File: config.mk
export PLATFORM = sky130hd
export DESIGN_NAME = mbexr_responder
export DESIGN_NICKNAME = d
export VERILOG_FILES = /design/src/pkg/mbexr_pkg.sv /design/src/rtl/mbexr_responder.sv
export SDC_FILE = /design/constraint.sdc
export NUM_CORES = 1
export LEC_CHECK = 0
export BUFFER_PORTS_ARGS = -buffer_cell sky130_fd_sc_hd__buf_4
export CAP_MARGIN = 40
export CORE_ASPECT_RATIO = 1.1
export CORE_MARGIN = 2
export CORE_UTILIZATION = 29
export CTS_CLUSTER_SIZE = 40
export DETAILED_ROUTE_END_ITERATION = 7
export MAX_ROUTING_LAYER = met4
export PLACE_DENSITY = 0.62
export REMOVE_ABC_BUFFERS = 1
export SLEW_MARGIN = 20
export SYNTH_ARGS = -nofsm -noshare
export SYNTH_HDL_FRONTEND = slang
export SYNTH_SLANG_ARGS = --single-unit
File: constraint.sdc
create_clock -name core_clk -period 2.2 [get_ports core_clk]
set_input_delay 0.55 -clock core_clk [delete_from_list [all_inputs] [get_ports core_clk]]
set_output_delay 0.55 -clock core_clk [all_outputs]
set_load 0.01 [all_outputs]
File: src/pkg/mbexr_pkg.sv
// constants and types shared by the exception responder
package mbexr_pkg;

   // ----------------------------------------------------------------
   // exception codes
   // ----------------------------------------------------------------
   localparam logic [7:0] EXC_NONE = 8'h00;
   localparam logic [7:0] EXC_ILLEGAL_FUNC = 8'h01;
   localparam logic [7:0] EXC_ILLEGAL_ADDR = 8'h02;
   localparam logic [7:0] EXC_ILLEGAL_VALUE = 8'h03;
   localparam logic [7:0] EXC_DEVICE_FAIL = 8'h04;
   localparam logic [7:0] EXC_ACKNOWLEDGE = 8'h05;
   localparam logic [7:0] EXC_DEVICE_BUSY = 8'h06;
   localparam logic [7:0] EXC_MEM_PARITY = 8'h08;
   localparam logic [7:0] EXC_GW_PATH = 8'h0a;
   localparam logic [7:0] EXC_GW_TARGET = 8'h0b;

   // ----------------------------------------------------------------
   // function codes and fields
   // ----------------------------------------------------------------
   localparam logic [7:0] EXC_FUNC_FLAG = 8'h80;
   localparam logic [7:0] FN_READ_COILS = 8'h01;
   localparam logic [7:0] FN_READ_INPUTS = 8'h02;
   localparam logic [7:0] FN_READ_HOLDING = 8'h03;
   localparam logic [7:0] FN_READ_INPUT_REGS = 8'h04;
   localparam logic [7:0] FN_WRITE_COIL = 8'h05;
   localparam logic [7:0] FN_WRITE_REG = 8'h06;
   localparam logic [7:0] FN_WRITE_COILS = 8'h0f;
   localparam logic [7:0] FN_WRITE_REGS = 8'h10;
   localparam logic [7:0] FN_READ_FILE = 8'h14;
   localparam logic [7:0] FN_WRITE_FILE = 8'h15;
   localparam logic [7:0] REF_TYPE_FILE = 8'h06;
   localparam logic [16:0] SINGLE_QTY = 17'h00001;

   // ----------------------------------------------------------------
   // sizes and reset values
   // ----------------------------------------------------------------
   localparam int NUM_REGS_DEFAULT = 100;
   localparam int NUM_REGS_MAX = 65536;
   localparam logic [7:0] RESP_FUNC_RESET = 8'h00;

   typedef enum logic [1:0]
   {
      MBEXR_IDLE = 2'b01,
      MBEXR_LONG_OP = 2'b10
   } mbexr_state_t;

endpackage

File: src/rtl/mbexr_responder.sv
// exception decision logic of a serial protocol slave
// Behaviour
// - unsupported function answers code 01
// - unconfigured slave answers data requests 01
// - start plus length past range answers 02
// - range check includes last register
// - inconsistent request structure answers 03
// - register values never checked for 03
// - internal execution failure answers 04
// - accepted long programming command answers 05
// - programming request during long operation answers 06
// - file read or write parity failure answers 08
// - gateway without internal path answers 0a
// - gateway target silent answers 0b
// - exception echoes function with top bit
// - exception code replaces requested data
// - communication error gives no response
module mbexr_responder #(
   parameter int NUM_REGS = mbexr_pkg::NUM_REGS_DEFAULT
)
(
   input wire logic core_clk,
   input wire logic rst,
   input wire logic q_valid,
   input wire logic [7:0] q_func,
   input wire logic [15:0] q_start,
   input wire logic [15:0] q_qty,
   input wire logic [7:0] q_ref_type,
   input wire logic q_comm_err,
   input wire logic q_struct_err,
   input wire logic q_prog,
   input wire logic q_prog_long,
   input wire logic q_parity_err,
   input wire logic q_exec_fault,
   input wire logic q_path_fail,
   input wire logic q_target_noresp,
   input wire logic cfg_done,
   input wire logic gw_mode,
   input wire logic prog_done,
   output logic resp_valid,
   output logic resp_drop,
   output logic resp_exc,
   output logic [7:0] resp_func,
   output logic [7:0] resp_code,
   output logic prog_busy
);

   // ----------------------------------------------------------------
   // elaboration checks
   // ----------------------------------------------------------------
   if (NUM_REGS < 1 || NUM_REGS > mbexr_pkg::NUM_REGS_MAX)
   begin : g_bad_size
      $error("NUM_REGS out of range");
   end

   localparam logic [16:0] REG_LIMIT = 17'(NUM_REGS);

   // ----------------------------------------------------------------
   // function decoding
   // ----------------------------------------------------------------
   function automatic logic is_supported(input logic [7:0] fn);
      case (fn)
         mbexr_pkg::FN_READ_COILS,
         mbexr_pkg::FN_READ_INPUTS,
         mbexr_pkg::FN_READ_HOLDING,
         mbexr_pkg::FN_READ_INPUT_REGS,
         mbexr_pkg::FN_WRITE_COIL,
         mbexr_pkg::FN_WRITE_REG,
         mbexr_pkg::FN_WRITE_COILS,
         mbexr_pkg::FN_WRITE_REGS,
         mbexr_pkg::FN_READ_FILE,
         mbexr_pkg::FN_WRITE_FILE: is_supported = 1'b1;
         default: is_supported = 1'b0;
      endcase
   endfunction

   function automatic logic is_file_fn(input logic [7:0] fn);
      is_file_fn = (fn == mbexr_pkg::FN_READ_FILE) || (fn == mbexr_pkg::FN_WRITE_FILE);
   endfunction

   // data functions are the supported ones except the record-file pair
   function automatic logic is_data_fn(input logic [7:0] fn);
      is_data_fn = is_supported(fn) && !is_file_fn(fn);
   endfunction

   function automatic logic is_single_fn(input logic [7:0] fn);
      is_single_fn = (fn == mbexr_pkg::FN_WRITE_COIL) || (fn == mbexr_pkg::FN_WRITE_REG);
   endfunction

   // ----------------------------------------------------------------
   // classification
   // ----------------------------------------------------------------
   mbexr_pkg::mbexr_state_t state_reg;
   mbexr_pkg::mbexr_state_t state_next;
   logic [16:0] eff_qty;
   logic [16:0] end_addr;
   logic addr_over;
   logic fn_ok;
   logic cfg_ok;
   logic path_ok;
   logic pre_ok;
   logic accepted;
   logic [7:0] code;

   always_comb
   begin
      eff_qty = is_single_fn(q_func) ? mbexr_pkg::SINGLE_QTY : {1'b0, q_qty};
      end_addr = {1'b0, q_start} + eff_qty;
      addr_over = end_addr > REG_LIMIT;
      fn_ok = is_supported(q_func);
      cfg_ok = !is_data_fn(q_func) || cfg_done;
      path_ok = !(gw_mode && q_path_fail);
      pre_ok = fn_ok && cfg_ok && path_ok && !q_struct_err && !(is_data_fn(q_func) && addr_over);
      accepted = q_valid && !q_comm_err;
      // priority order; written data values never enter this decision
      code = mbexr_pkg::EXC_NONE;
      if (!fn_ok)
      begin
         code = mbexr_pkg::EXC_ILLEGAL_FUNC;
      end
      else if (!cfg_ok)
      begin
         code = mbexr_pkg::EXC_ILLEGAL_FUNC;
      end
      else if (!path_ok)
      begin
         code = mbexr_pkg::EXC_GW_PATH;
      end
      else if (q_struct_err)
      begin
         code = mbexr_pkg::EXC_ILLEGAL_VALUE;
      end
      else if (is_data_fn(q_func) && addr_over)
      begin
         code = mbexr_pkg::EXC_ILLEGAL_ADDR;
      end
      else if (q_prog && state_reg == mbexr_pkg::MBEXR_LONG_OP)
      begin
         code = mbexr_pkg::EXC_DEVICE_BUSY;
      end
      else if (is_file_fn(q_func) && q_ref_type == mbexr_pkg::REF_TYPE_FILE && q_parity_err)
      begin
         code = mbexr_pkg::EXC_MEM_PARITY;
      end
      else if (q_exec_fault)
      begin
         code = mbexr_pkg::EXC_DEVICE_FAIL;
      end
      else if (gw_mode && q_target_noresp)
      begin
         code = mbexr_pkg::EXC_GW_TARGET;
      end
      else if (q_prog && q_prog_long)
      begin
         code = mbexr_pkg::EXC_ACKNOWLEDGE;
      end
   end

   // ----------------------------------------------------------------
   // long programming operation tracking
   // ----------------------------------------------------------------
   always_comb
   begin
      state_next = state_reg;
      case (state_reg)
         mbexr_pkg::MBEXR_IDLE:
         begin
            if (accepted && code == mbexr_pkg::EXC_ACKNOWLEDGE)
            begin
               state_next = mbexr_pkg::MBEXR_LONG_OP;
            end
         end
         mbexr_pkg::MBEXR_LONG_OP:
         begin
            if (prog_done)
            begin
               state_next = mbexr_pkg::MBEXR_IDLE;
            end
         end
         default: state_next = mbexr_pkg::MBEXR_IDLE;
      endcase
   end

   always_ff @(posedge core_clk or posedge rst)
   begin
      if (rst)
      begin
         state_reg <= mbexr_pkg::MBEXR_IDLE;
      end
      else
      begin
         state_reg <= state_next;
      end
   end

   // ----------------------------------------------------------------
   // response registers
   // ----------------------------------------------------------------
   logic resp_valid_reg, resp_valid_next;
   logic resp_drop_reg, resp_drop_next;
   logic resp_exc_reg, resp_exc_next;
   logic [7:0] resp_func_reg, resp_func_next;
   logic [7:0] resp_code_reg, resp_code_next;
   logic prog_busy_reg, prog_busy_next;

   always_comb
   begin
      resp_valid_next = accepted;
      resp_drop_next = q_valid && q_comm_err;
      resp_exc_next = resp_exc_reg;
      resp_func_next = resp_func_reg;
      resp_code_next = resp_code_reg;
      if (accepted)
      begin
         resp_exc_next = code != mbexr_pkg::EXC_NONE;
         resp_code_next = code;
         resp_func_next = (code != mbexr_pkg::EXC_NONE) ?
                          (q_func | mbexr_pkg::EXC_FUNC_FLAG) : q_func;
      end
      prog_busy_next = state_next == mbexr_pkg::MBEXR_LONG_OP;
   end

   always_ff @(posedge core_clk or posedge rst)
   begin
      if (rst)
      begin
         resp_valid_reg <= 1'b0;
         resp_drop_reg <= 1'b0;
         resp_exc_reg <= 1'b0;
         resp_func_reg <= mbexr_pkg::RESP_FUNC_RESET;
         resp_code_reg <= mbexr_pkg::EXC_NONE;
         prog_busy_reg <= 1'b0;
      end
      else
      begin
         resp_valid_reg <= resp_valid_next;
         resp_drop_reg <= resp_drop_next;
         resp_exc_reg <= resp_exc_next;
         resp_func_reg <= resp_func_next;
         resp_code_reg <= resp_code_next;
         prog_busy_reg <= prog_busy_next;
      end
   end

   assign resp_valid = resp_valid_reg;
   assign resp_drop = resp_drop_reg;
   assign resp_exc = resp_exc_reg;
   assign resp_func = resp_func_reg;
   assign resp_code = resp_code_reg;
   assign prog_busy = prog_busy_reg;

   // ----------------------------------------------------------------
   // assertions
   // ----------------------------------------------------------------
   property p_illegal_func;
      @(posedge core_clk) disable iff (rst)
      accepted && !is_supported(q_func) |=>
         resp_valid && resp_code == mbexr_pkg::EXC_ILLEGAL_FUNC &&
         resp_func == ($past(q_func) | mbexr_pkg::EXC_FUNC_FLAG);
   endproperty
   a_illegal_func: assert property (p_illegal_func) else $error("no code 01");

   property p_unconfigured;
      @(posedge core_clk) disable iff (rst)
      accepted && is_data_fn(q_func) && !cfg_done |=> resp_code == mbexr_pkg::EXC_ILLEGAL_FUNC;
   endproperty
   a_unconfigured: assert property (p_unconfigured) else $error("unconfigured not 01");

   property p_range;
      @(posedge core_clk) disable iff (rst)
      accepted && fn_ok && cfg_ok && path_ok && !q_struct_err && is_data_fn(q_func) &&
      ({1'b0, q_start} + {1'b0, q_qty} > REG_LIMIT) && !is_single_fn(q_func) |=>
         resp_exc && resp_code == mbexr_pkg::EXC_ILLEGAL_ADDR;
   endproperty
   a_range: assert property (p_range) else $error("overrun not 02");

   property p_inclusive;
      @(posedge core_clk) disable iff (rst)
      accepted && is_data_fn(q_func) && !is_single_fn(q_func) &&
      ({1'b0, q_start} + {1'b0, q_qty} == REG_LIMIT) |=>
         resp_code != mbexr_pkg::EXC_ILLEGAL_ADDR;
   endproperty
   a_inclusive: assert property (p_inclusive) else $error("last register refused");

   property p_structure;
      @(posedge core_clk) disable iff (rst)
      accepted && fn_ok && cfg_ok && path_ok && q_struct_err |=>
         resp_code == mbexr_pkg::EXC_ILLEGAL_VALUE;
   endproperty
   a_structure: assert property (p_structure) else $error("bad structure not 03");

   property p_acknowledge;
      @(posedge core_clk) disable iff (rst)
      accepted && pre_ok && q_prog && q_prog_long && !prog_busy && !q_exec_fault &&
      !(gw_mode && q_target_noresp) && !is_file_fn(q_func) |=>
         resp_code == mbexr_pkg::EXC_ACKNOWLEDGE ##1 prog_busy || $past(prog_done);
   endproperty
   a_acknowledge: assert property (p_acknowledge) else $error("long command not 05");

   property p_busy;
      @(posedge core_clk) disable iff (rst)
      accepted && pre_ok && q_prog && state_reg == mbexr_pkg::MBEXR_LONG_OP |=>
         resp_exc && resp_code == mbexr_pkg::EXC_DEVICE_BUSY;
   endproperty
   a_busy: assert property (p_busy) else $error("busy not 06");

   property p_drop;
      @(posedge core_clk) disable iff (rst)
      q_valid && q_comm_err |=> resp_drop && !resp_valid && $stable(resp_code);
   endproperty
   a_drop: assert property (p_drop) else $error("errored query answered");

   property p_flag;
      @(posedge core_clk) disable iff (rst)
      resp_valid |-> (resp_exc == resp_func[7]) && (resp_exc == (resp_code != 8'h00));
   endproperty
   a_flag: assert property (p_flag) else $error("function flag mismatch");

   property p_clean;
      @(posedge core_clk) disable iff (rst)
      accepted && pre_ok && !q_prog && !q_parity_err && !q_exec_fault && !q_target_noresp |=>
         resp_valid && !resp_exc && resp_func == $past(q_func);
   endproperty
   a_clean: assert property (p_clean) else $error("clean query refused");

   property p_gateway;
      @(posedge core_clk) disable iff (rst)
      accepted && fn_ok && cfg_ok && gw_mode && q_path_fail |=>
         resp_code == mbexr_pkg::EXC_GW_PATH;
   endproperty
   a_gateway: assert property (p_gateway) else $error("path fail not 0a");

endmodule

==> flow_summary_export.csv <==
group,metric,value,unit
outcome,outcome,"finished with violations",
outcome,violations,"DRC, setup timing",
timing,min_period,3.38,ns
die,die_area,0.00805,mm²
logic_synthesis,syn_avg_cell_area,7.70,µm²
placed_design,gp_congestion,0.873,
worst_setup_path,crit_chain,"buf_4, xnor2_2, nor3_2, buf_6, or2_2, ha_1, fa_2, a21o_1, a21oi_2, nor4_1, a2111oi_2, nand4_1, nand4b_1, o22a_2, o31a_1",
cts,clock_latency,0.26,ns
cts,root_buffer,"clkbuf_8",
timing,setup_ws,-1.18,ns
worst_setup_path,crit_type,"in -> reg",
logic_synthesis,ys_seq_elements,18,
logic_synthesis,synth_edf_count,0,
logic_synthesis,synthSimpleGateAreaFrac,0.306,
placed_design,dp.cells,492,
worst_setup_path,worst-path-buf-inv,2,
placed_design,dp_slack,-1.70,ns
layout,fin_util,0.529,
timing,fmax,296,MHz
die,chipWidth,85.8,µm
route,ant_nets,0,
die,core.rowCount,32,
worst_setup_path,end_kind,"flop",
die,fp.dieH,93.9,µm
die,start_util,0.301,
logic_synthesis,async_reset_ff_frac,1.00,
layout,largest_reg_flops,8,
worst_setup_path,start_kind,"input port",
route,dr.pass1.iters,7,
grt,grt_max_degree,19,
cts,clk_transition_reported_paths,0.07,ns
layout,nFillCells,670,
placed_design,placed_area,0.00321,mm²
timing,fin_tns_setup,-10.10,ns
timing,setup_viol,9,
logic_synthesis,ys_warn_count,0,
timing,rsz0062_at_grt,"true",
pwr,ir_worst_vdd,0.000160,V
worst_setup_path,arrival,3.52,ns
layout,final_common_cell,"buf_4",
route,dr.first_iter.drc_count,112,
die,coreArea,0.00709,mm²
logic_synthesis,synthAdderAreaFrac,0.115,
layout,instances_no_fill,511,
pwr,power_leakage,1.76,nW
logic_synthesis,synth_mux_area_frac,0.0188,
grt,grtUsageTotal,0.159,
layout,diodes,0,
pwr,cellPowerDensity,396,mW/mm²
worst_setup_path,cp_top_family,"compound AO/OA/AOI/OAI gates",
timing,finalClockSkew,0.00384,ns
run,cap_violations,0,
logic_synthesis,synthFlopType,"dfrtp_1",
cts,cts_max_level,1,
logic_synthesis,synth_top_family_by_area,"simple AND/OR/NAND/NOR gates",
route,vias,2673,
route,wirelength,6940,µm
layout,final_cell_mix,"buf_4, nand2_1, nor2_1",
worst_setup_path,required,2.34,ns
worst_setup_path,reg2reg_slack,0.09,ns
worst_setup_path,slowest_delay,0.36,ns
layout,multiInputGateArea,0.00190,mm²
logic_synthesis,synth_compound_area_frac,0.265,
timing,drv_slew,0,
grt,overflow,0,
worst_setup_path,path_max_fanout,6,
logic_synthesis,netlist_instances,277,
logic_synthesis,yosysUniqueCellTypes,62,
cts,cts_tree,"done",
route,routedWlPerCell,13.6,µm
route,routed_via_density,5.23,
timing,tightestPinTransition,0.686,ns
timing,fin_crit_sh,1.54,
die,ioPinCount,82,
worst_setup_path,cp_slowest_cell,"fa_2",
logic_synthesis,syn_area,0.00213,mm²
cts,numCtsBuffers,3,
placed_design,io_buffers,77,
layout,area_delta_synth_final,75.9,%
cts,cts_buffer_depth,2,
grt,antenna_found_initial,0,
layout,nets,508,
layout,final_area,0.00375,mm²
layout,ff_latch_area,452,µm²
timing,hold_viol_final,0,
cts,clock-sinks,18,
layout,layout-drive-gt1-share,0.514,
timing,max_slew_margin,0.542,
grt,grt_pass1_wl,10400,µm
route,remaining_drc_errors,7,
grt,first_global_vias,2408,
logic_synthesis,seq_area_frac_synth,0.212,
hold_path,hold_path_class,"in -> async",
placed_design,place_hpwl,5160,µm
logic_synthesis,synth-xor-area-share,0.0205,
[what timing repair did]
action	4_1_cts	5_1_grt
setup buffers	10	5
hold endpoints to repair	0	0
gates cloned	0	0
pin swaps	23	18
gates resized for setup	31	48
endpoints found under the setup margin	9	9
hold buffers	0	0
[cell families after synthesis]
group / count (synthesis)
adder cells (fa/ha/maj): 19
multiplexers: 4
flip-flops: 18
XOR/XNOR: 5
AND/OR/NAND/NOR: 127
other: 1
buffers and inverters: 21
AO/OA/AOI/OAI: 82
[cell usage after synthesis (2+ instances only)]
cell | n | area (µm²)
nor3_1 | 7 | 35.0
nor2_1 | 22 | 82.6
clkbuf_1 | 2 | 7.51
a211oi_1 | 3 | 22.5
and2_1 | 3 | 18.8
a21oi_1 | 19 | 95.1
buf_4 | 5 | 37.5
nand3_1 | 7 | 35.0
a31o_2 | 2 | 17.5
or4_1 | 2 | 15.0
o2111ai_1 | 2 | 17.5
nand2b_1 | 3 | 18.8
o221ai_1 | 2 | 17.5
nand4_1 | 5 | 31.3
a22oi_1 | 2 | 15.0
nor4_1 | 2 | 12.5
or2_2 | 4 | 25.0
dfrtp_1 | 17 | 425
o21a_1 | 8 | 60.1
nor3b_1 | 3 | 22.5
o22ai_1 | 2 | 12.5
and3_2 | 2 | 15.0
xnor2_1 | 2 | 17.5
o21ai_0 | 14 | 70.1
clkbuf_8 | 2 | 27.5
nand3b_1 | 3 | 22.5
o2bb2ai_1 | 2 | 17.5
o21bai_1 | 2 | 15.0
ha_1 | 18 | 225
nor2b_1 | 21 | 131
mux2i_1 | 4 | 40.0
inv_1 | 9 | 33.8
a21o_1 | 4 | 30.0
xor2_1 | 3 | 26.3
nand2_1 | 38 | 143
a2111oi_0 | 3 | 26.3
o211ai_1 | 2 | 15.0
nand4b_1 | 2 | 17.5
[power breakdown]
| group | internal, mW | switching, mW | leakage, nW | total (mW) |
|---|---|---|---|---|
| clock | 0.129 | 0.111 | 0.0228 | 0.240 |
| sequential | 0.368 | 0.0210 | 0.218 | 0.389 |
| combinational | 0.457 | 0.399 | 1.52 | 0.857 |
| total | 0.954 | 0.531 | 1.76 | 1.49 |
[per-stage QoR]
step / power (mW) / hold WS (ns)
final: 1.49 / 0.396
after global routing: 1.58 / 0.464
after CTS: 1.38 / 0.418
after detailed placement: 1.08 / 0.465
after global placement: 1.07 / 0.462
after floorplan: 0.757 / 0.488
[path summary, 6_finish.rpt]
| path | startpoint | to | cells after the start |
|---|---|---|---|
| min in group core_clk | resp_func[5] | resp_func[5] | 2 |
| worst min register to register | resp_func[5] | resp_func[5] | 2 |
| max in group asynchronous | rst | resp_code[1] | 2 |
| worst max register to register | state_reg[0] | prog_busy | 9 |
| worst max-delay path | q_func[0] | resp_code[1] | 15 |
| worst min-delay path | rst | resp_func[6] | 2 |
[worst reg2reg max path, cell delays in order, from the launching register on]
cell,delay [ns]
dfstp_2,0.56
inv_1,0.05
ha_1,0.23
nand2_1,0.11
a41oi_1,0.12
o21ai_0,0.23
buf_4,0.16
nor2b_1,0.20
nand4_1,0.12
o21ai_0,0.24
[layout make-up]
class	count	area share
repair buffers	154	0.324
clock buffers	4	0.0120
well taps	85	0.0284
multi-input cells	241	0.507
flip-flops and latches	18	0.120
inverters	9	0.00901
[per-layer routing]
metal | track usage | up-vias | part of all wire
li1 | - | 1319 | -
met1 | 0.195 | 1250 | 0.42
met2 | 0.282 | 88 | 0.51
met3 | 0.0158 | 16 | 0.048
met4 | 0.0384 | 0 | 0.018
met5 | - | - | 0
(Power assumes the default switching activity.)
